<file path="config.mk">
export PLATFORM = sky130hd
export DESIGN_NAME = scgc_ctrl
export DESIGN_NICKNAME = d
export VERILOG_FILES = /design/src/scgc_pkg.sv /design/src/scgc_ctrl.sv
export SDC_FILE = /design/constraint.sdc
export NUM_CORES = 1
export LEC_CHECK = 0
export BUFFER_PORTS_ARGS = -buffer_cell sky130_fd_sc_hd__buf_2
export CAP_MARGIN = 40
export CORE_MARGIN = 5
export CORE_UTILIZATION = 35
export CTS_CLUSTER_SIZE = 30
export DETAILED_ROUTE_END_ITERATION = 16
export HOLD_SLACK_MARGIN = 0.05
export PLACE_DENSITY_LB_ADDON = 0.12
export REMOVE_ABC_BUFFERS = 1
export SLEW_MARGIN = 20
export SYNTH_ARGS = -nofsm -noshare
export SYNTH_HDL_FRONTEND = slang
export SYNTH_SLANG_ARGS = --single-unit
</file>
<file path="constraint.sdc">
create_clock -name hclk -period 3.1 [get_ports hclk]
set_input_delay 0.465 -clock hclk [delete_from_list [all_inputs] [get_ports hclk]]
set_output_delay 0.465 -clock hclk [all_outputs]
set_load 0.005 [all_outputs]
</file>
<file path="src/scgc_pkg.sv">
/*
 sleep and clock gating control package: register indices, field positions,
 reset values, sleep mode codes, wake timing and the bus carrier structs.
 assumes a single 20 MHz system clock domain.
*/
package scgc_pkg;

   // ==========================================================
   // register map (printed offsets are indices, byte addr = 4 * index)
   localparam logic [7:0]  SCGC_IDX_SMC     = 8'h53;
   localparam logic [7:0]  SCGC_IDX_PCG0    = 8'h64;
   localparam logic [31:0] SCGC_ADDR_SMC    = 32'h0000014c;
   localparam logic [31:0] SCGC_ADDR_PCG0   = 32'h00000190;
   localparam logic [31:0] SCGC_ADDR_STATUS = 32'h00000200;
   localparam logic [7:0]  SCGC_SMC_RESET   = 8'h00;
   localparam logic [7:0]  SCGC_PCG0_RESET  = 8'h00;

   // ==========================================================
   // field positions
   localparam int SCGC_SLEEP_EN_BIT = 0;
   localparam int SCGC_SM_LSB       = 1;
   localparam int SCGC_TWI_BIT      = 7;
   localparam int SCGC_TIM0_BIT     = 5;
   localparam int SCGC_TIM1_BIT     = 3;
   localparam int SCGC_UART0_BIT    = 1;
   localparam logic [7:0] SCGC_SMC_MASK  = 8'h0f;
   localparam logic [7:0] SCGC_PCG0_MASK = 8'hff;

   // ==========================================================
   // sleep mode select encodings
   localparam logic [2:0] SCGC_SM_IDLE    = 3'h0;
   localparam logic [2:0] SCGC_SM_PDOWN   = 3'h2;
   localparam logic [2:0] SCGC_SM_STANDBY = 3'h6;

   // ==========================================================
   // timing, in clock cycles of the system clock
   localparam int SCGC_CLK_MHZ        = 20;
   localparam int SCGC_HALT_CYCLES    = 4;
   localparam int SCGC_PDOWN_WAKE_CK  = 32000;
   localparam int SCGC_STANDBY_WAKE   = 6;
   localparam logic [15:0] SCGC_HALT_CNT = 16'(SCGC_HALT_CYCLES);
   localparam logic [15:0] SCGC_STBY_CNT = 16'(SCGC_STANDBY_WAKE);

   typedef enum logic [2:0] {
      SCGC_RUN      = 3'b000,
      SCGC_IDLE     = 3'b001,
      SCGC_PDOWN    = 3'b010,
      SCGC_STANDBY  = 3'b011,
      SCGC_STARTUP  = 3'b100,
      SCGC_HALT     = 3'b101
   } scgc_state_e;

   // ahb-lite request carrier
   typedef struct packed {
      logic        hsel;
      logic [31:0] haddr;
      logic [1:0]  htrans;
      logic        hwrite;
      logic [2:0]  hsize;
      logic        hready;
   } scgc_ahb_req_s;

   // clock enables toward the gated domains
   typedef struct packed {
      logic cpu;
      logic flash;
      logic io;
      logic osc;
      logic twi;
      logic tim0;
      logic tim1;
      logic uart0;
   } scgc_gate_s;

endpackage

</file>
<file path="src/scgc_ctrl.sv">
/*
 sleep and clock gating controller: ahb-lite register slave, sleep state
 machine with wake latency, and glitch-free clock enables per domain.
 assumes the cpu pulses sleep_exec for one cycle per sleep instruction,
 wake sources arrive asynchronously, and gating cells are latch-free ands.
*/
// Contract
// - sleep only when enable set at sleep
// - mode codes 000 idle, 010/110 deep
// - interrupt wake halts cpu four more cycles
// - register file and sram untouched
// - reset while asleep restarts from vector
// - idle stops only cpu and flash clocks
// - idle wakes on external or internal irq
// - power-down stops oscillator and generated clocks
// - power-down wakes only on listed events
// - power-down wake waits 32000 clocks
// - standby keeps oscillator, wakes in six
// - deep sleep takes only level irq zero
// - gated peripheral frozen, registers blocked
// - gate register resets to zero
// - bit 7 stops two-wire clock
// - bit 5 freezes timer zero
// - bit 3 freezes timer one
// - bit 1 stops uart zero clock
`timescale 1ns/1ps
`default_nettype none
module scgc_ctrl
   import scgc_pkg::*;
#(
   parameter int PDOWN_WAKE_CYCLES = SCGC_PDOWN_WAKE_CK
)(
   input  wire logic                     hclk,
   input  wire logic                     hresetn,
   input  wire logic                     clk_en,
   input  wire scgc_pkg::scgc_ahb_req_s  ahb_req,
   input  wire logic [31:0]              hwdata,
   output logic [31:0]                   hrdata,
   output logic                          hreadyout,
   output logic                          hresp,
   input  wire logic                     sleep_exec,
   input  wire logic                     irq_pending,
   input  wire logic                     external_irq_zero,
   input  wire logic                     irq_zero_level_mode,
   input  wire logic                     async_wake,
   output logic                          cpu_resume,
   output logic                          irq_service,
   output var scgc_pkg::scgc_gate_s      gate_en,
   output logic                          periph_access_block_twi,
   output logic                          periph_access_block_tim0,
   output logic                          periph_access_block_tim1,
   output logic                          periph_access_block_uart0
);
   import scgc_pkg::*;

   // ==========================================================
   // registers and state
   logic [7:0]  sleep_mode_control_reg;
   logic [7:0]  peripheral_clock_gate_0_reg;
   scgc_state_e state_reg;
   logic [15:0] wait_cnt_reg;
   logic        wr_pend_reg;
   logic [31:0] wr_addr_reg;
   logic [31:0] rdata_next;
   logic [1:0]  irq0_sync_reg;
   logic [1:0]  async_sync_reg;
   logic        sleep_enable;
   logic [2:0]  sleep_mode_select;
   logic        deep_wake;
   logic        idle_wake;
   scgc_gate_s  gate_next;
   scgc_gate_s  gate_rise_reg;
   scgc_gate_s  gate_at_rise_reg;
   logic [15:0] wake_len_reg;
   scgc_state_e last_sleep_reg;

   assign sleep_enable      = sleep_mode_control_reg[SCGC_SLEEP_EN_BIT];
   assign sleep_mode_select = sleep_mode_control_reg[SCGC_SM_LSB +: 3];

   // decode used by the status read and by the checks
   function automatic logic mode_valid(input logic [2:0] m);
      mode_valid = (m == SCGC_SM_IDLE) || (m == SCGC_SM_PDOWN) || (m == SCGC_SM_STANDBY);
   endfunction

   // ==========================================================
   // bus slave: always zero wait, okay response
   assign hreadyout = 1'b1;
   assign hresp     = 1'b0;

   // address phase capture for writes
   always_ff @(posedge hclk or negedge hresetn) begin
      if (!hresetn) begin
         wr_pend_reg <= 1'b0;
         wr_addr_reg <= 32'h00000000;
      end else if (clk_en) begin
         wr_pend_reg <= ahb_req.hsel && ahb_req.htrans[1] && ahb_req.hwrite && ahb_req.hready;
         wr_addr_reg <= ahb_req.haddr;
      end
   end

   // read mux, latched at address phase so data stands in the data phase
   always_comb begin
      rdata_next = 32'h00000000;
      if (ahb_req.haddr == SCGC_ADDR_SMC) begin
         rdata_next = {24'h000000, sleep_mode_control_reg & SCGC_SMC_MASK};
      end else if (ahb_req.haddr == SCGC_ADDR_PCG0) begin
         rdata_next = {24'h000000, peripheral_clock_gate_0_reg};
      end else if (ahb_req.haddr == SCGC_ADDR_STATUS) begin
         rdata_next = {27'h0000000, mode_valid(sleep_mode_select), 1'b0, state_reg};
      end
   end

   always_ff @(posedge hclk or negedge hresetn) begin
      if (!hresetn) begin
         hrdata <= 32'h00000000;
      end else if (clk_en && ahb_req.hsel && ahb_req.htrans[1] && ahb_req.hready) begin
         hrdata <= rdata_next;
      end
   end

   // sleep control register; only bits 3..0 are writable
   always_ff @(posedge hclk or negedge hresetn) begin
      if (!hresetn) begin
         sleep_mode_control_reg <= SCGC_SMC_RESET;
      end else if (clk_en && wr_pend_reg && wr_addr_reg == SCGC_ADDR_SMC) begin
         sleep_mode_control_reg <= hwdata[7:0] & SCGC_SMC_MASK;
      end
   end

   // gate register starts with every peripheral clocked
   always_ff @(posedge hclk or negedge hresetn) begin
      if (!hresetn) begin
         peripheral_clock_gate_0_reg <= SCGC_PCG0_RESET;
      end else if (clk_en && wr_pend_reg && wr_addr_reg == SCGC_ADDR_PCG0) begin
         peripheral_clock_gate_0_reg <= hwdata[7:0] & SCGC_PCG0_MASK;
      end
   end

   // ==========================================================
   // wake sources from pins pass two flops first
   always_ff @(posedge hclk or negedge hresetn) begin
      if (!hresetn) begin
         irq0_sync_reg  <= 2'b00;
         async_sync_reg <= 2'b00;
      end else begin
         irq0_sync_reg  <= {irq0_sync_reg[0], external_irq_zero};
         async_sync_reg <= {async_sync_reg[0], async_wake};
      end
   end

   // level irq zero only; edge forms need the stopped clock
   assign deep_wake = (irq0_sync_reg[1] && irq_zero_level_mode) || async_sync_reg[1];
   assign idle_wake = irq_pending || deep_wake;

   // ==========================================================
   // sleep state machine; hresetn here is any system reset, so a reset in
   // sleep simply returns to run and the cpu fetches its reset vector
   always_ff @(posedge hclk or negedge hresetn) begin
      if (!hresetn) begin
         state_reg    <= SCGC_RUN;
         wait_cnt_reg <= 16'h0000;
      end else if (clk_en) begin
         case (state_reg)
            SCGC_RUN: begin
               if (sleep_exec && sleep_enable) begin
                  if (sleep_mode_select == SCGC_SM_IDLE) begin
                     state_reg <= SCGC_IDLE;
                  end else if (sleep_mode_select == SCGC_SM_PDOWN) begin
                     state_reg <= SCGC_PDOWN;
                  end else if (sleep_mode_select == SCGC_SM_STANDBY) begin
                     state_reg <= SCGC_STANDBY;
                  end
               end
            end
            SCGC_IDLE: begin
               if (idle_wake) begin
                  state_reg    <= SCGC_HALT;
                  wait_cnt_reg <= SCGC_HALT_CNT - 16'h0001;
               end
            end
            SCGC_PDOWN: begin
               if (deep_wake) begin
                  state_reg    <= SCGC_STARTUP;
                  wait_cnt_reg <= 16'(PDOWN_WAKE_CYCLES - 1);
               end
            end
            SCGC_STANDBY: begin
               if (deep_wake) begin
                  state_reg    <= SCGC_STARTUP;
                  wait_cnt_reg <= SCGC_STBY_CNT - SCGC_HALT_CNT - 16'h0001;
               end
            end
            SCGC_STARTUP: begin
               if (wait_cnt_reg == 16'h0000) begin
                  state_reg    <= SCGC_HALT;
                  wait_cnt_reg <= SCGC_HALT_CNT - 16'h0001;
               end else begin
                  wait_cnt_reg <= wait_cnt_reg - 16'h0001;
               end
            end
            SCGC_HALT: begin
               if (wait_cnt_reg == 16'h0000) begin
                  state_reg <= SCGC_RUN;
               end else begin
                  wait_cnt_reg <= wait_cnt_reg - 16'h0001;
               end
            end
            default: begin
               state_reg <= SCGC_RUN;
            end
         endcase
      end
   end

   // one-cycle pulse: cpu leaves halt, takes the vector, then returns
   always_ff @(posedge hclk or negedge hresetn) begin
      if (!hresetn) begin
         cpu_resume  <= 1'b0;
         irq_service <= 1'b0;
      end else if (clk_en) begin
         cpu_resume  <= (state_reg == SCGC_HALT) && (wait_cnt_reg == 16'h0000);
         irq_service <= (state_reg == SCGC_HALT) && (wait_cnt_reg == 16'h0000);
      end else begin
         cpu_resume  <= 1'b0;
         irq_service <= 1'b0;
      end
   end

   // ==========================================================
   // domain enables; memories only lose their clock, never their contents
   always_comb begin
      gate_next.cpu   = (state_reg == SCGC_RUN);
      gate_next.flash = (state_reg == SCGC_RUN);
      gate_next.io    = (state_reg == SCGC_RUN) || (state_reg == SCGC_IDLE)
                        || (state_reg == SCGC_HALT);
      gate_next.osc   = (state_reg != SCGC_PDOWN);
      gate_next.twi   = gate_next.io && !peripheral_clock_gate_0_reg[SCGC_TWI_BIT];
      gate_next.tim0  = gate_next.io && !peripheral_clock_gate_0_reg[SCGC_TIM0_BIT];
      gate_next.tim1  = gate_next.io && !peripheral_clock_gate_0_reg[SCGC_TIM1_BIT];
      gate_next.uart0 = gate_next.io && !peripheral_clock_gate_0_reg[SCGC_UART0_BIT];
   end

   // staged on the rising edge, moved to the output on the falling edge so
   // the and gate only sees a change while the clock is low
   always_ff @(posedge hclk or negedge hresetn) begin
      if (!hresetn) begin
         gate_rise_reg <= '1;
      end else begin
         gate_rise_reg <= gate_next;
      end
   end

   always_ff @(negedge hclk or negedge hresetn) begin
      if (!hresetn) begin
         gate_en <= '1;
      end else begin
         gate_en <= gate_rise_reg;
      end
   end

   // register access to a gated peripheral is refused
   assign periph_access_block_twi   = !gate_en.twi;
   assign periph_access_block_tim0  = !gate_en.tim0;
   assign periph_access_block_tim1  = !gate_en.tim1;
   assign periph_access_block_uart0 = !gate_en.uart0;

   // ==========================================================
   // check helpers; they feed only the assertions below and carry no
   // behaviour of their own, so synthesis may drop them

   // gate value as it stood just before each rising edge
   always_ff @(posedge hclk or negedge hresetn) begin
      if (!hresetn) begin
         gate_at_rise_reg <= '1;
      end else begin
         gate_at_rise_reg <= gate_en;
      end
   end

   // edges spent in startup and halt; frozen along with the fsm so the
   // figure stays in fsm cycles even when the clock enable drops
   always_ff @(posedge hclk or negedge hresetn) begin
      if (!hresetn) begin
         wake_len_reg <= 16'h0000;
      end else if (clk_en) begin
         if (state_reg == SCGC_STARTUP || state_reg == SCGC_HALT) begin
            wake_len_reg <= wake_len_reg + 16'h0001;
         end else begin
            wake_len_reg <= 16'h0000;
         end
      end
   end

   // sleep state that the current wake started from
   always_ff @(posedge hclk or negedge hresetn) begin
      if (!hresetn) begin
         last_sleep_reg <= SCGC_RUN;
      end else if (clk_en) begin
         if (state_reg == SCGC_IDLE || state_reg == SCGC_PDOWN
             || state_reg == SCGC_STANDBY) begin
            last_sleep_reg <= state_reg;
         end
      end
   end

   // ==========================================================
   // checks
   enter_needs_enable_a: assert property (@(posedge hclk) disable iff (!hresetn)
      (state_reg == SCGC_RUN && clk_en && !(sleep_exec && sleep_enable)) |=> state_reg == SCGC_RUN)
      else $error("sleep entered without sleep enable");
   reserved_noop_a: assert property (@(posedge hclk) disable iff (!hresetn)
      (state_reg == SCGC_RUN && clk_en && !mode_valid(sleep_mode_select)) |=> state_reg == SCGC_RUN)
      else $error("reserved mode left run");
   idle_select_a: assert property (@(posedge hclk) disable iff (!hresetn)
      (state_reg == SCGC_RUN && clk_en && sleep_exec && sleep_enable
       && sleep_mode_select == SCGC_SM_IDLE) |=> state_reg == SCGC_IDLE)
      else $error("idle code did not enter idle");
   halt_four_a: assert property (@(posedge hclk) disable iff (!hresetn)
      ($rose(state_reg == SCGC_HALT) && clk_en) |-> (state_reg == SCGC_HALT)[*4])
      else $error("halt shorter than four cycles");
   idle_clocks_a: assert property (@(posedge hclk) disable iff (!hresetn)
      (state_reg == SCGC_IDLE) |=> (!gate_rise_reg.cpu && gate_rise_reg.io))
      else $error("idle gated wrong domains");
   pdown_osc_a: assert property (@(posedge hclk) disable iff (!hresetn)
      (state_reg == SCGC_PDOWN) |=> !gate_rise_reg.osc)
      else $error("oscillator kept in power-down");
   deep_only_wake_a: assert property (@(posedge hclk) disable iff (!hresetn)
      (state_reg == SCGC_PDOWN && !deep_wake) |=> state_reg == SCGC_PDOWN)
      else $error("power-down left without deep wake");
   standby_six_a: assert property (@(posedge hclk) disable iff (!hresetn)
      (state_reg == SCGC_STANDBY && deep_wake && clk_en) ##1 clk_en[*6] |-> ##1 cpu_resume)
      else $error("standby wake not in six cycles");
   twi_gate_a: assert property (@(posedge hclk) disable iff (!hresetn)
      peripheral_clock_gate_0_reg[SCGC_TWI_BIT] |=> !gate_rise_reg.twi)
      else $error("two-wire clock not stopped");
   // at the falling edge the enable must still hold what it had before the
   // rising edge: any move in the high phase would clip a clock pulse
   gate_low_a: assert property (@(negedge hclk) disable iff (!hresetn)
      gate_en == gate_at_rise_reg)
      else $error("gate enable moved at rising edge");

   // wake latency held against the rule figures, not the counter loads
   idle_wake_len_a: assert property (@(posedge hclk) disable iff (!hresetn)
      (state_reg == SCGC_HALT && wait_cnt_reg == 16'h0000
       && last_sleep_reg == SCGC_IDLE) |-> wake_len_reg == 16'(SCGC_HALT_CYCLES - 1))
      else $error("idle wake halt length wrong");
   pdown_wake_len_a: assert property (@(posedge hclk) disable iff (!hresetn)
      (state_reg == SCGC_HALT && wait_cnt_reg == 16'h0000
       && last_sleep_reg == SCGC_PDOWN)
      |-> wake_len_reg == 16'(PDOWN_WAKE_CYCLES + SCGC_HALT_CYCLES - 1))
      else $error("power-down wake length wrong");
   stby_wake_len_a: assert property (@(posedge hclk) disable iff (!hresetn)
      (state_reg == SCGC_HALT && wait_cnt_reg == 16'h0000
       && last_sleep_reg == SCGC_STANDBY) |-> wake_len_reg == 16'(SCGC_STANDBY_WAKE - 1))
      else $error("standby wake length wrong");
   idle_irq_wake_a: assert property (@(posedge hclk) disable iff (!hresetn)
      (state_reg == SCGC_IDLE && irq_pending && clk_en) |=> state_reg == SCGC_HALT)
      else $error("pending irq did not wake idle");
   resume_pulse_a: assert property (@(posedge hclk) disable iff (!hresetn)
      cpu_resume |=> !cpu_resume)
      else $error("resume pulse longer than one cycle");

   idle_wake_c:  cover property (@(posedge hclk) state_reg == SCGC_IDLE ##1 state_reg == SCGC_HALT);
   pdown_wake_c: cover property (@(posedge hclk) state_reg == SCGC_PDOWN ##1 state_reg == SCGC_STARTUP);
   stby_wake_c:  cover property (@(posedge hclk) state_reg == SCGC_STANDBY ##1 state_reg == SCGC_STARTUP);
   gate_uart_c:  cover property (@(posedge hclk) !gate_en.uart0 ##1 gate_en.uart0);
   reserved_c:   cover property (@(posedge hclk) state_reg == SCGC_RUN && sleep_exec
                                 && sleep_enable && !mode_valid(sleep_mode_select));

endmodule
`default_nettype wire

</file>
==> impl_summary.log, run 1 <==
[metrics] startpoint of the most critical hold path: async_wake
[metrics] data arrival at the endpoint of the critical path: 2.60 ns
[metrics] met2 Resource Use GR: 0.2350
[metrics] critical path fanouts, max: 2
[metrics] post-DP HPWL: 7709 um
[metrics] LEAKAGE: approximately 2.4 nW
[metrics] Slew @ Worst Pin: between 0.7 and 0.8 ns
[metrics] clock sink total: 91
[metrics] number of antenna violations at the first check in global routing: 0
[metrics] DRT antenna net count: 0
[metrics] final wirelength: about 11000 um
[metrics] CTS Root Cell: sky130_fd_sc_hd__clkbuf_16
[metrics] Final #Nets: between 500 and 600
[metrics] effective utilization at floorplan: 0.3549
[metrics] row cnt: a little over 40
[metrics] placed standard-cell area: 4897 um2
[metrics] total of endpoints with negative setup slack in the final report: 0
[metrics] worst-path cell chain: inv_2, buf_6
[metrics] floorplan die width: 122.7 um
[metrics] final slew viol count: 0
[metrics] remaining routing DRC violations: 0
[metrics] warning count from the yosys run: 0
[metrics] RD Place Congestion: 0.8390
[metrics] setup TNS after final layout: 0 ns
[metrics] Max stage delay on crit path: 0.52 ns
[metrics] number of global-route vias before repair: about 3400
[metrics] kind of critical path: register to output pin
[metrics] number of clock buffers inserted by TritonCTS: 9
[metrics] cell type group with the largest total delay on the critical path: flip-flops
[metrics] routed len/inst: 16.16 um
[metrics] clock tree buffer depth: 2
[metrics] areal power density over the cells: 603.8 nW/um2
[metrics] leftover overflow at the end of global routing: 0
[metrics] clk slew on worst S/H paths: 0.06 ns
[metrics] met1 routing resource usage after global routing: 0.1927
[metrics] capture point of the worst reg-to-reg path: wait_cnt_reg[3]$_DFFE_PN0P_
[metrics] final core area utilization: 0.4182
[metrics] number of enable flip-flop cells after synthesis: 0
[metrics] worst min-delay path class: primary input to register
[metrics] Relative slew margins: 0.4839
[metrics] clock tree from TritonCTS: yes
[metrics] status: finished clean
[metrics] met3 layer usage reported by global route: 0.04286
[metrics] maximum number of pins on one net before global-route repair: 45
[metrics] gate count of the mapped netlist: about 400
[metrics] synthesized area per cell: between 10 and 15 um2
[metrics] fraction of final layout cells with drive strength greater than 1: 0.3340
[metrics] H-tree depth reported by CTS: 3
[metrics] core area: 12520 um2
[metrics] Async S/R FF share, synth: 1.000
[metrics] full die area: 15040 um2
[metrics] pre-CTS setup slack: 0.4366 ns
[metrics] y dimension of the die: 122.7 um
[metrics] clock insertion delay at the later pin of the skew report: 0.40 ns
[metrics] final hold violations: 0
[metrics] area of the mapped netlist: 4442 um2
[metrics] Buffers on Ports: 73
[metrics] busiest grt layer: met2
[metrics] Reg-to-Reg Start: wait_cnt_reg[0]$_DFFE_PN0P_
[metrics] max-cap check violation count: 0
[metrics] first-iteration detailed-routing DRC count: approximately 140
[metrics] total I/O pin count: about 130
[metrics] worst path required time: 2.63 ns
[metrics] setup repair after global routing missed its margin: true
[metrics] first-pass iteration count of the detailed router: 4
[metrics] drt via density: roughly 5.1
[metrics] final worst slack: 0.03251 ns
[metrics] area growth from synthesis to final layout: 17.86%
[metrics] critical path startpoint category: register
[metrics] number of buffers inserted by hold repair at cts: 0
[metrics] number of vias after detailed routing: 3349
[metrics] worst voltage drop across the vdd grid: about 0.00027 V
[metrics] R2R cell count: 7
[metrics] power after layout: ~3.2 mW
[metrics] end point of the most critical hold path: async_sync_reg[0]$_DFF_PN0_
[metrics] global-route wire length before repair: roughly 17000 um
[metrics] cell with the biggest individual delay on the critical path: sky130_fd_sc_hd__dfstp_2
[metrics] Crit. End Element: output pin
[metrics] post-route cell area: 5235 um2
[metrics] Register-to-Register Setup Slack: between 0.6 and 0.7 ns
[metrics] Main synth FF type: sky130_fd_sc_hd__dfrtp_1
[metrics] number of stages on the worst hold path: 1
[metrics] number of distinct library cell variants in the gate-level netlist after synthesis: a little over 50
[metrics] number of buffers inserted to repair setup after CTS: 0
[metrics] number of flip-flops in the largest register: 32
[metrics] final clock skew: between 0.05 and 0.06 ns
[metrics] combined buffer and inverter count along the critical path: 2
[metrics] total routing usage reported by global routing: 0.1471
[metrics] Seq cells post-synth: 91
[metrics] # fillers: 1257
[metrics] sequential share of the synthesized area: 0.5166
[timing repair]
action                                  CTS  global route
gates resized for setup                   0             4
endpoints found under the hold margin     0             0
endpoints found under the setup margin    0             3
[cell type report]
class,count,area [um2],area share
Antenna cell,1,2.502,0.0004780
Clock buffer,10,229.0,0.04374
Clock inverter,13,97.59,0.01864
Inverter,18,67.56,0.01291
Multi-Input combinational cell,270,1883,0.3597
Sequential cell,91,2295,0.4383
Tap cell,172,215.2,0.04111
Timing Repair Buffer,80,445.4,0.08509
[Yosys cell counts (all sizes together), types with 12 or more instances]
library cell,instances,share of area
buf,30,0.051
o211ai,12,0.020
nor4,14,0.020
clkbuf,15,0.013
dfstp,14,0.083
a22o,14,0.028
dfrtp,77,0.43
nor3,12,0.016
nor2,23,0.019
inv,18,0.015
mux2,46,0.12
nand2,16,0.014
[cell families after synthesis]
logic type | synth area share
mux | 0.1189
flops | 0.5166
fa+ha+maj | 0.01408
simple gates | 0.1462
other cells | 0.001691
buf+inv | 0.07971
compound gates | 0.1228
[where the power goes]
part	total [mW]	switching (mW)	internal, mW
Sequential	1.54	0.155	1.39
Clock	1.15	0.506	0.646
Combinational	0.465	0.229	0.235
[metrics by stage]
step | hold WS (ns) | cells
final | 0.2309 | 655
after global routing | 0.2190 | 654
after CTS | 0.2186 | 654
after detailed placement | 0.3362 | 632
after global placement | 0.3323 | 631
after floorplan | 0.1694 | 380
[how the worst max path moves through the flow]
stage | cells after the start | from | endpoint | slack (ns)
after floorplan | 1 | gate_en[2]$_DFF_NN1_ | periph_access_block_tim0 | 0.53
after global placement | 2 | gate_en[2]$_DFF_NN1_ | periph_access_block_tim0 | 0.44
after detailed placement | 2 | gate_en[3]$_DFF_NN1_ | periph_access_block_twi | 0.44
after CTS | 2 | gate_en[3]$_DFF_NN1_ | periph_access_block_twi | 0.02
after global routing | 2 | gate_en[2]$_DFF_NN1_ | periph_access_block_tim0 | -0.01
final | 2 | gate_en[1]$_DFF_NN1_ | periph_access_block_tim1 | 0.03
[per-layer routing]
metal	vias to the layer above	routed length, um
met1	1657	4836
met2	103	5008
met5	-	0
met3	8	639
li1	1581	-
met4	0	98
[layout by cell type, fill, tap and decap left out, types with 10 or more instances in the layout]
cell type,n
sky130_fd_sc_hd__nand2_1,16
sky130_fd_sc_hd__nor3_1,11
sky130_fd_sc_hd__inv_1,21
sky130_fd_sc_hd__o211ai_1,12
sky130_fd_sc_hd__mux2_2,46
sky130_fd_sc_hd__dfrtp_1,77
sky130_fd_sc_hd__nand4_1,10
sky130_fd_sc_hd__conb_1,26
sky130_fd_sc_hd__buf_2,70
sky130_fd_sc_hd__o21ai_0,11
sky130_fd_sc_hd__nor4_1,14
sky130_fd_sc_hd__a22o_1,14
sky130_fd_sc_hd__a21oi_1,10
sky130_fd_sc_hd__dfstp_2,14
sky130_fd_sc_hd__nor2_1,23
(Power assumes the default switching activity.)
==> run 2: changes to the inputs <==
==> constraint.sdc (replaced) <==
create_clock -name hclk -period 3.1 [get_ports hclk]
set_input_delay 0.155 -clock hclk [delete_from_list [all_inputs] [get_ports hclk]]
set_output_delay 0.155 -clock hclk [all_outputs]
set_load 0.005 [all_outputs]
==> run 2 against run 1 <==
Cell count grew 3.5%; worst hold slack lost 0.16 ns; count of clock-buffer cells in the layout did not move; critical path type unchanged.
==> impl_summary.log, run 2 (synthesized netlist as in run 1, its figures left out) <==
[metrics] worst voltage drop across the vdd grid: 0.0002645 V (was 0.0002745 V)
[metrics] routed length on met1: 4809 um (was 4836 um)
[metrics] most frequent standard cell in the layout excluding fill and tap cells: sky130_fd_sc_hd__dfrtp_1 (unchanged)
[metrics] number of global-route vias before repair: 3378 (was 3420)
[metrics] first-iteration detailed-routing DRC count: 135 (was 144)
[metrics] full die area: 15040 um2 (unchanged)
[metrics] Detail Route met2 WL: 4879 um (was 5008 um)
[metrics] clock network fraction of total power: 0.357 (was 0.365)
[metrics] combinational share of power: 0.151 (was 0.147)
[metrics] Inserted Diodes: 0 (was 1)
[metrics] core area: 12520 um2 (unchanged)
[metrics] status: finished clean (unchanged)
[metrics] Buffers on Ports: 73 (unchanged)
[metrics] DRT antenna net count: 0 (unchanged)
[metrics] RD Place Congestion: 0.8362 (was 0.8390)
[metrics] clock tree buffer depth: 2 (unchanged)
[metrics] clk slew on worst S/H paths: 0.06 ns (about the same)
[metrics] final wirelength: 10620 um (was 10580 um)
[metrics] maximum number of pins on one net before global-route repair: 50 (was 45)
[metrics] power spent charging and discharging nets: 0.8692 mW (was 0.8909 mW)
[metrics] H-tree depth reported by CTS: 3 (unchanged)
[metrics] Slew @ Worst Pin: 0.7326 ns (was 0.7742 ns)
[metrics] row cnt: 41 (unchanged)
[metrics] routed len/inst: 15.67 um (was 16.16 um)
[metrics] number of flip-flops in the largest register: 32 (unchanged)
[metrics] data arrival at the endpoint of the critical path: 2.61 ns (was 2.60 ns)
[metrics] power after layout: 3.141 mW (was 3.161 mW)
[metrics] number of antenna violations at the first check in global routing: 0 (unchanged)
[metrics] areal power density over the cells: 575.3 nW/um2 (was 603.8 nW/um2)
[metrics] number of vias after detailed routing: 3428 (was 3349)
[metrics] worst min-delay path class: primary input to register (unchanged)
[metrics] total of endpoints with negative setup slack in the final report: 0 (unchanged)
[metrics] setup repair after global routing missed its margin: false (was true)
[metrics] clock sink total: 91 (unchanged)
[metrics] Crit. End Element: output pin (unchanged)
[metrics] Int Power: 2.272 mW (was 2.270 mW)
[metrics] effective utilization at floorplan: 0.3549 (unchanged)
[metrics] fraction of final layout cells with drive strength greater than 1: 0.3142 (was 0.3340)
[metrics] LEAKAGE: 2.512 nW (was 2.413 nW)
[metrics] critical path fanouts, max: 2 (unchanged)
[metrics] total routing usage reported by global routing: 0.1486 (was 0.1471)
[metrics] final core area utilization: 0.4362 (was 0.4182)
[metrics] net switching share of the total power: 0.2767 (was 0.2818)
[metrics] Final #Nets: 586 (was 562)
[metrics] commonest non-fill, non-tap cells in the layout: sky130_fd_sc_hd__dfrtp_1 (77), sky130_fd_sc_hd__buf_2 (72), sky130_fd_sc_hd__mux2_2 (46), sky130_fd_sc_hd__conb_1 (26) (was sky130_fd_sc_hd__dfrtp_1 (77), sky130_fd_sc_hd__buf_2 (70), sky130_fd_sc_hd__mux2_2 (46), sky130_fd_sc_hd__conb_1 (26), sky130_fd_sc_hd__nor2_1 (23))
[metrics] count of cells resized by post-cts repair: 0 (unchanged)
[metrics] Met3 Routed Length: 657 um (was 639 um)
[metrics] max-cap check violation count: 0 (unchanged)
[metrics] total I/O pin count: 128 (unchanged)
[metrics] final hold violations: 0 (unchanged)
[metrics] worst path required time: 2.94 ns (was 2.63 ns)
[metrics] area growth from synthesis to final layout: 22.93% (was 17.86%)
[metrics] first-pass iteration count of the detailed router: 4 (unchanged)
[metrics] clock insertion delay at the later pin of the skew report: 0.40 ns (about the same)
[metrics] critical path startpoint category: register (unchanged)
[metrics] final slew viol count: 0 (unchanged)
[metrics] worst hold margin: 0.06594 ns (was 0.2309 ns)
[metrics] drt via density: 5.056 (was 5.113)
[metrics] Relative slew margins: 0.5116 (was 0.4839)
[metrics] CTS Root Cell: sky130_fd_sc_hd__clkbuf_16 (unchanged)
[metrics] y dimension of the die: 122.7 um (unchanged)
[metrics] kind of critical path: register to output pin (unchanged)
[metrics] final cell count without fillers: 678 (was 655)
[metrics] Flop pwr share: 0.492 (was 0.488)
[metrics] leftover overflow at the end of global routing: 0 (unchanged)
[metrics] post-placement cell count: 633 (was 632)
[metrics] final clock skew: 0.05445 ns (was 0.05707 ns)
[metrics] setup TNS after final layout: 0 ns (unchanged)
[metrics] clock tree from TritonCTS: yes (unchanged)
[metrics] number of clock buffers inserted by TritonCTS: 9 (unchanged)
[metrics] floorplan die width: 122.7 um (unchanged)
[metrics] post-DP HPWL: 7693 um (was 7709 um)
[metrics] global-route wire length before repair: 17240 um (was 17190 um)
[metrics] highest routing layer actually used: met4 (unchanged)
[metrics] remaining routing DRC violations: 0 (unchanged)
[run 2: power groups by stage]
stage	clock [mW]	sequential, mW	combinational (mW)
finish	1.12	1.54	0.474
global route	1.22	1.57	0.539
CTS	1.16	1.54	0.480
detailed placement	0.0159	1.56	0.456
global placement	0.0159	1.56	0.446
floorplan	0.0159	1.52	0.276
[run 2: timing repair]
| action | 4_1_cts | 5_1_grt |
|---|---|---|
| endpoints found under the hold margin | 57 | 0 |
| setup buffers | 0 | 0 |
| hold buffers | 23 | 0 |
| setup endpoints to repair | 0 | 0 |
[run 2: final cells by class]
| cell class | instances | area, um2 |
|---|---|---|
| fill | 1218 | 7057 |
| tap | 172 | 215.2 |
| sequential | 91 | 2295 |
| clock inverter | 13 | 92.59 |
| timing repair buffer | 104 | 678.2 |
| multi-input combinational | 270 | 1883 |
| clock buffer | 10 | 229.0 |
| inverter | 18 | 67.56 |
[run 2: per-stage QoR]
stage | area [um2] | setup WS [ns]
final | 5460 | 0.3381
after floorplan | 4249 | 0.5350
after global routing | 5460 | 0.2822
after global placement | 4885 | 0.7018
after detailed placement | 4912 | 0.7178
after CTS | 5460 | 0.3173
[run 2: metal layers]
layer / up-vias / global-route usage
met3: 17 / 0.03502
met1: 1674 / 0.1952
li1: 1628 / -
met2: 109 / 0.2305
met4: 0 / 0.07278
met5: - / 0
[run 2: critical path, cell delays in order (launching register included)]
cell	delay (ns)
sky130_fd_sc_hd__dfstp_2	0.52
sky130_fd_sc_hd__inv_1	0.03
sky130_fd_sc_hd__buf_2	0.11
[run 2: path summary, 6_finish.rpt]
| kind | endpoint | slack, ns | cells past startpoint | startpoint |
|---|---|---|---|---|
| min in group asynchronous | peripheral_clock_gate_0_reg[7]$_DFFE_PN0P_ | 0.52 | 3 | hresetn |
| max | periph_access_block_tim1 | 0.34 | 2 | gate_en[1]$_DFF_NN1_ |
| min | wr_addr_reg[0]$_DFFE_PN0P_ | 0.07 | 2 | ahb_req[7] |
| min reg2reg | async_sync_reg[1]$_DFF_PN0_ | 0.35 | 0 | async_sync_reg[0]$_DFF_PN0_ |
| max in group asynchronous | gate_en[3]$_DFF_NN1_ | 1.20 | 2 | hresetn |
| max reg2reg | peripheral_clock_gate_0_reg[3]$_DFFE_PN0P_ | 0.72 | 5 | wr_addr_reg[16]$_DFFE_PN0P_ |
==> run 3: changes to the inputs <==
--- a/config.mk
+++ b/config.mk
@@ -8,7 +8,7 @@
 export BUFFER_PORTS_ARGS = -buffer_cell sky130_fd_sc_hd__buf_2
 export CAP_MARGIN = 40
 export CORE_MARGIN = 5
-export CORE_UTILIZATION = 35
+export CORE_UTILIZATION = 56
 export CTS_CLUSTER_SIZE = 30
 export DETAILED_ROUTE_END_ITERATION = 16
 export HOLD_SLACK_MARGIN = 0.05
==> run 3 against run 2 <==
Sequential power barely moved; flip-flop and latch count is the same; wire length down 6.0%; combinational power is essentially flat; worst hold slack worse by 0.0070 ns; power fell by 8.4%; critical endpoint is now periph_access_block_twi; largest power group unchanged; highest routed layer unchanged.
==> impl_summary.log, run 3 (synthesized netlist as in run 1, its figures left out) <==
[metrics] status: finished clean (unchanged)
[metrics] total routing usage reported by global routing: 0.2086 (was 0.1486)
[metrics] H-tree depth reported by CTS: 3 (unchanged)
[metrics] drt via density: 5.644 (was 5.056)
[metrics] CTS Root Cell: sky130_fd_sc_hd__clkbuf_8 (was sky130_fd_sc_hd__clkbuf_16)
[metrics] number of vias after detailed routing: 3471 (was 3428)
[metrics] clock sink total: 91 (unchanged)
[metrics] most frequent standard cell in the layout excluding fill and tap cells: sky130_fd_sc_hd__dfrtp_1 (unchanged)
[metrics] cell with the biggest individual delay on the critical path: sky130_fd_sc_hd__dfstp_2 (unchanged)
[metrics] first-pass iteration count of the detailed router: 4 (unchanged)
[metrics] leftover overflow at the end of global routing: 0 (unchanged)
[metrics] critical path fanouts, max: 2 (unchanged)
[metrics] Buffers on Ports: 73 (unchanged)
[metrics] RD Place Congestion: 0.8833 (was 0.8362)
[metrics] Relative slew margins: 0.5365 (was 0.5116)
[metrics] clock insertion delay at the later pin of the skew report: 0.39 ns (was 0.40 ns)
[metrics] DRT antenna net count: 0 (unchanged)
[metrics] floorplan die width: 99.06 um (was 122.7 um)
[metrics] fraction of final layout cells with drive strength greater than 1: 0.3099 (was 0.3142)
[metrics] post-DP HPWL: 7072 um (was 7693 um)
[metrics] LEAKAGE: 2.498 nW (was 2.512 nW)
[metrics] worst-path cell chain: inv_1, buf_2 (unchanged)
[metrics] end point of the critical path: periph_access_block_twi (was periph_access_block_tim1)
[metrics] critical path startpoint category: register (unchanged)
[metrics] final hold violations: 0 (unchanged)
[metrics] remaining routing DRC violations: 0 (unchanged)
[metrics] number of buffers inserted by hold repair at cts: 30 (was 23)
[metrics] routed len/inst: 16.24 um (was 15.67 um)
[metrics] Reg-to-Reg Start: wr_addr_reg[25]$_DFFE_PN0P_ (was wr_addr_reg[16]$_DFFE_PN0P_)
[metrics] number of buffers inserted to repair setup after CTS: 0 (unchanged)
[metrics] clock tree buffer depth: 2 (unchanged)
[metrics] Inserted Diodes: 0 (unchanged)
[metrics] final slew viol count: 0 (unchanged)
[metrics] data arrival at the endpoint of the critical path: 2.60 ns (was 2.61 ns)
[metrics] setup TNS after final layout: 0 ns (unchanged)
[metrics] worst voltage drop across the vdd grid: 0.0002770 V (was 0.0002645 V)
[metrics] Max stage delay on crit path: 0.51 ns (was 0.52 ns)
[metrics] Final #Nets: 593 (was 586)
[metrics] Slew @ Worst Pin: 0.6952 ns (was 0.7326 ns)
[metrics] total of endpoints with negative setup slack in the final report: 0 (unchanged)
[metrics] startpoint of the most critical hold path: ahb_req[10] (was ahb_req[7])
[metrics] core area: 7727 um2 (was 12520 um2)
[metrics] maximum number of pins on one net before global-route repair: 50 (unchanged)
[metrics] total I/O pin count: 128 (unchanged)
[metrics] Crit. End Element: output pin (unchanged)
[metrics] first-iteration detailed-routing DRC count: 157 (was 135)
[metrics] global-route wire length before repair: 16620 um (was 17240 um)
[metrics] full die area: 9813 um2 (was 15040 um2)
[metrics] Register-to-Register Setup Slack: 0.70 ns (was 0.72 ns)
[metrics] cell type group with the largest total delay on the critical path: flip-flops (unchanged)
[metrics] areal power density over the cells: 538.6 nW/um2 (was 575.3 nW/um2)
[metrics] commonest non-fill, non-tap cells in the layout: sky130_fd_sc_hd__dfrtp_1 (77), sky130_fd_sc_hd__buf_2 (72), sky130_fd_sc_hd__mux2_2 (46), sky130_fd_sc_hd__dlygate4sd3_1 (32), sky130_fd_sc_hd__conb_1 (26) (was sky130_fd_sc_hd__dfrtp_1 (77), sky130_fd_sc_hd__buf_2 (72), sky130_fd_sc_hd__mux2_2 (46), sky130_fd_sc_hd__conb_1 (26))
[metrics] final cell count without fillers: 615 (was 678)
[metrics] final clock skew: 0.04719 ns (was 0.05445 ns)
[metrics] number of antenna violations at the first check in global routing: 0 (unchanged)
[metrics] clk slew on worst S/H paths: 0.10 ns (was 0.06 ns)
[metrics] y dimension of the die: 99.06 um (was 122.7 um)
[metrics] count of cells resized by post-cts repair: 0 (unchanged)
[metrics] number of global-route vias before repair: 3521 (was 3378)
[metrics] Crit. Startpoint: gate_en[3]$_DFF_NN1_ (was gate_en[1]$_DFF_NN1_)
[metrics] final wirelength: 9988 um (was 10620 um)
[metrics] effective utilization at floorplan: 0.5748 (was 0.3549)
[metrics] capture point of the worst reg-to-reg path: peripheral_clock_gate_0_reg[6]$_DFFE_PN0P_ (was peripheral_clock_gate_0_reg[3]$_DFFE_PN0P_)
[metrics] area growth from synthesis to final layout: 20.25% (was 22.93%)
[metrics] number of flip-flops in the largest register: 32 (unchanged)
[metrics] clock tree from TritonCTS: yes (unchanged)
[metrics] post-placement cell count: 561 (was 633)
[metrics] kind of critical path: register to output pin (unchanged)
[metrics] R2R cell count: 5 (unchanged)
[metrics] row cnt: 32 (was 41)
[metrics] instance count on the critical path: 2 (unchanged)
[metrics] worst path required time: 2.94 ns (about the same)
[metrics] worst min-delay path class: primary input to register (unchanged)
[metrics] combined buffer and inverter count along the critical path: 2 (unchanged)
[metrics] number of clock buffers inserted by TritonCTS: 9 (unchanged)
[metrics] setup repair after global routing missed its margin: false (unchanged)
[metrics] max-cap check violation count: 0 (unchanged)
run 3: changes by cell type in the layout (fill, tap and decap cells not counted), moves of 2 or more:
cell                            delta
sky130_fd_sc_hd__clkbuf_16         -8
sky130_fd_sc_hd__clkbuf_8          +9
sky130_fd_sc_hd__clkinv_4          -3
sky130_fd_sc_hd__dlygate4sd3_1     +9
sky130_fd_sc_hd__inv_8             +2
run 3: worst min path at each step:
stage                                                            end  slack, ns  cells after the start
after global placement    peripheral_clock_gate_0_reg[5]$_DFFE_PN0P_       0.16                      1
after detailed placement  peripheral_clock_gate_0_reg[5]$_DFFE_PN0P_       0.17                      1
final                                     wr_addr_reg[3]$_DFFE_PN0P_       0.06                      2
after global routing                     wr_addr_reg[21]$_DFFE_PN0P_       0.06                      2
after floorplan                          async_sync_reg[0]$_DFF_PN0_      -0.14                      0
after CTS                                wr_addr_reg[15]$_DFFE_PN0P_       0.05                      2
run 3: metrics by stage:
stage,hold WS [ns],total power [mW],instance area [um2],worst slack (ns),util
2_1_floorplan,-0.1406,1.810,4249,0.5350,-
3_3_place_gp,0.1632,1.999,4790,0.7415,0.6198
4_1_cts,0.05264,2.890,5321,0.3286,0.6886
5_1_grt,0.05862,3.034,5341,0.2870,0.6912
6_report,0.05892,2.877,5341,0.3411,0.6912
3_5_place_dp,0.1712,2.024,4790,0.6929,0.6198
run 3: power by group:
| group | switching [mW] | total, mW | internal [mW] |
|---|---|---|---|
| registers | 0.153 | 1.54 | 1.39 |
| logic | 0.229 | 0.477 | 0.248 |
| clock network | 0.485 | 0.860 | 0.374 |
| total | 0.867 | 2.88 | 2.01 |
run 3: final cells by class:
type | count | area [um2]
clock buffers | 10 | 148.9
clock inverters | 13 | 86.33
fillers | 590 | 2386
inverters | 18 | 67.56
multi-input cells | 270 | 1883
flip-flops and latches | 91 | 2295
well taps | 102 | 127.6
repair buffers | 111 | 733.2
run 3: worst reg2reg max path, delay by kind of cell, from the launching register on:
kind             cells  cell delay, ns
and+or+nand+nor      4            1.49
muxes                1            0.41
DFF                  1            0.39
run 3: metal layers:
metal,vias up,GRT usage,part of all wire
met3,12,0.03680,0.056
met5,-,0,0
met4,0,0.06618,0.014
met1,1715,0.2753,0.42
met2,110,0.3502,0.51
li1,1634,-,-
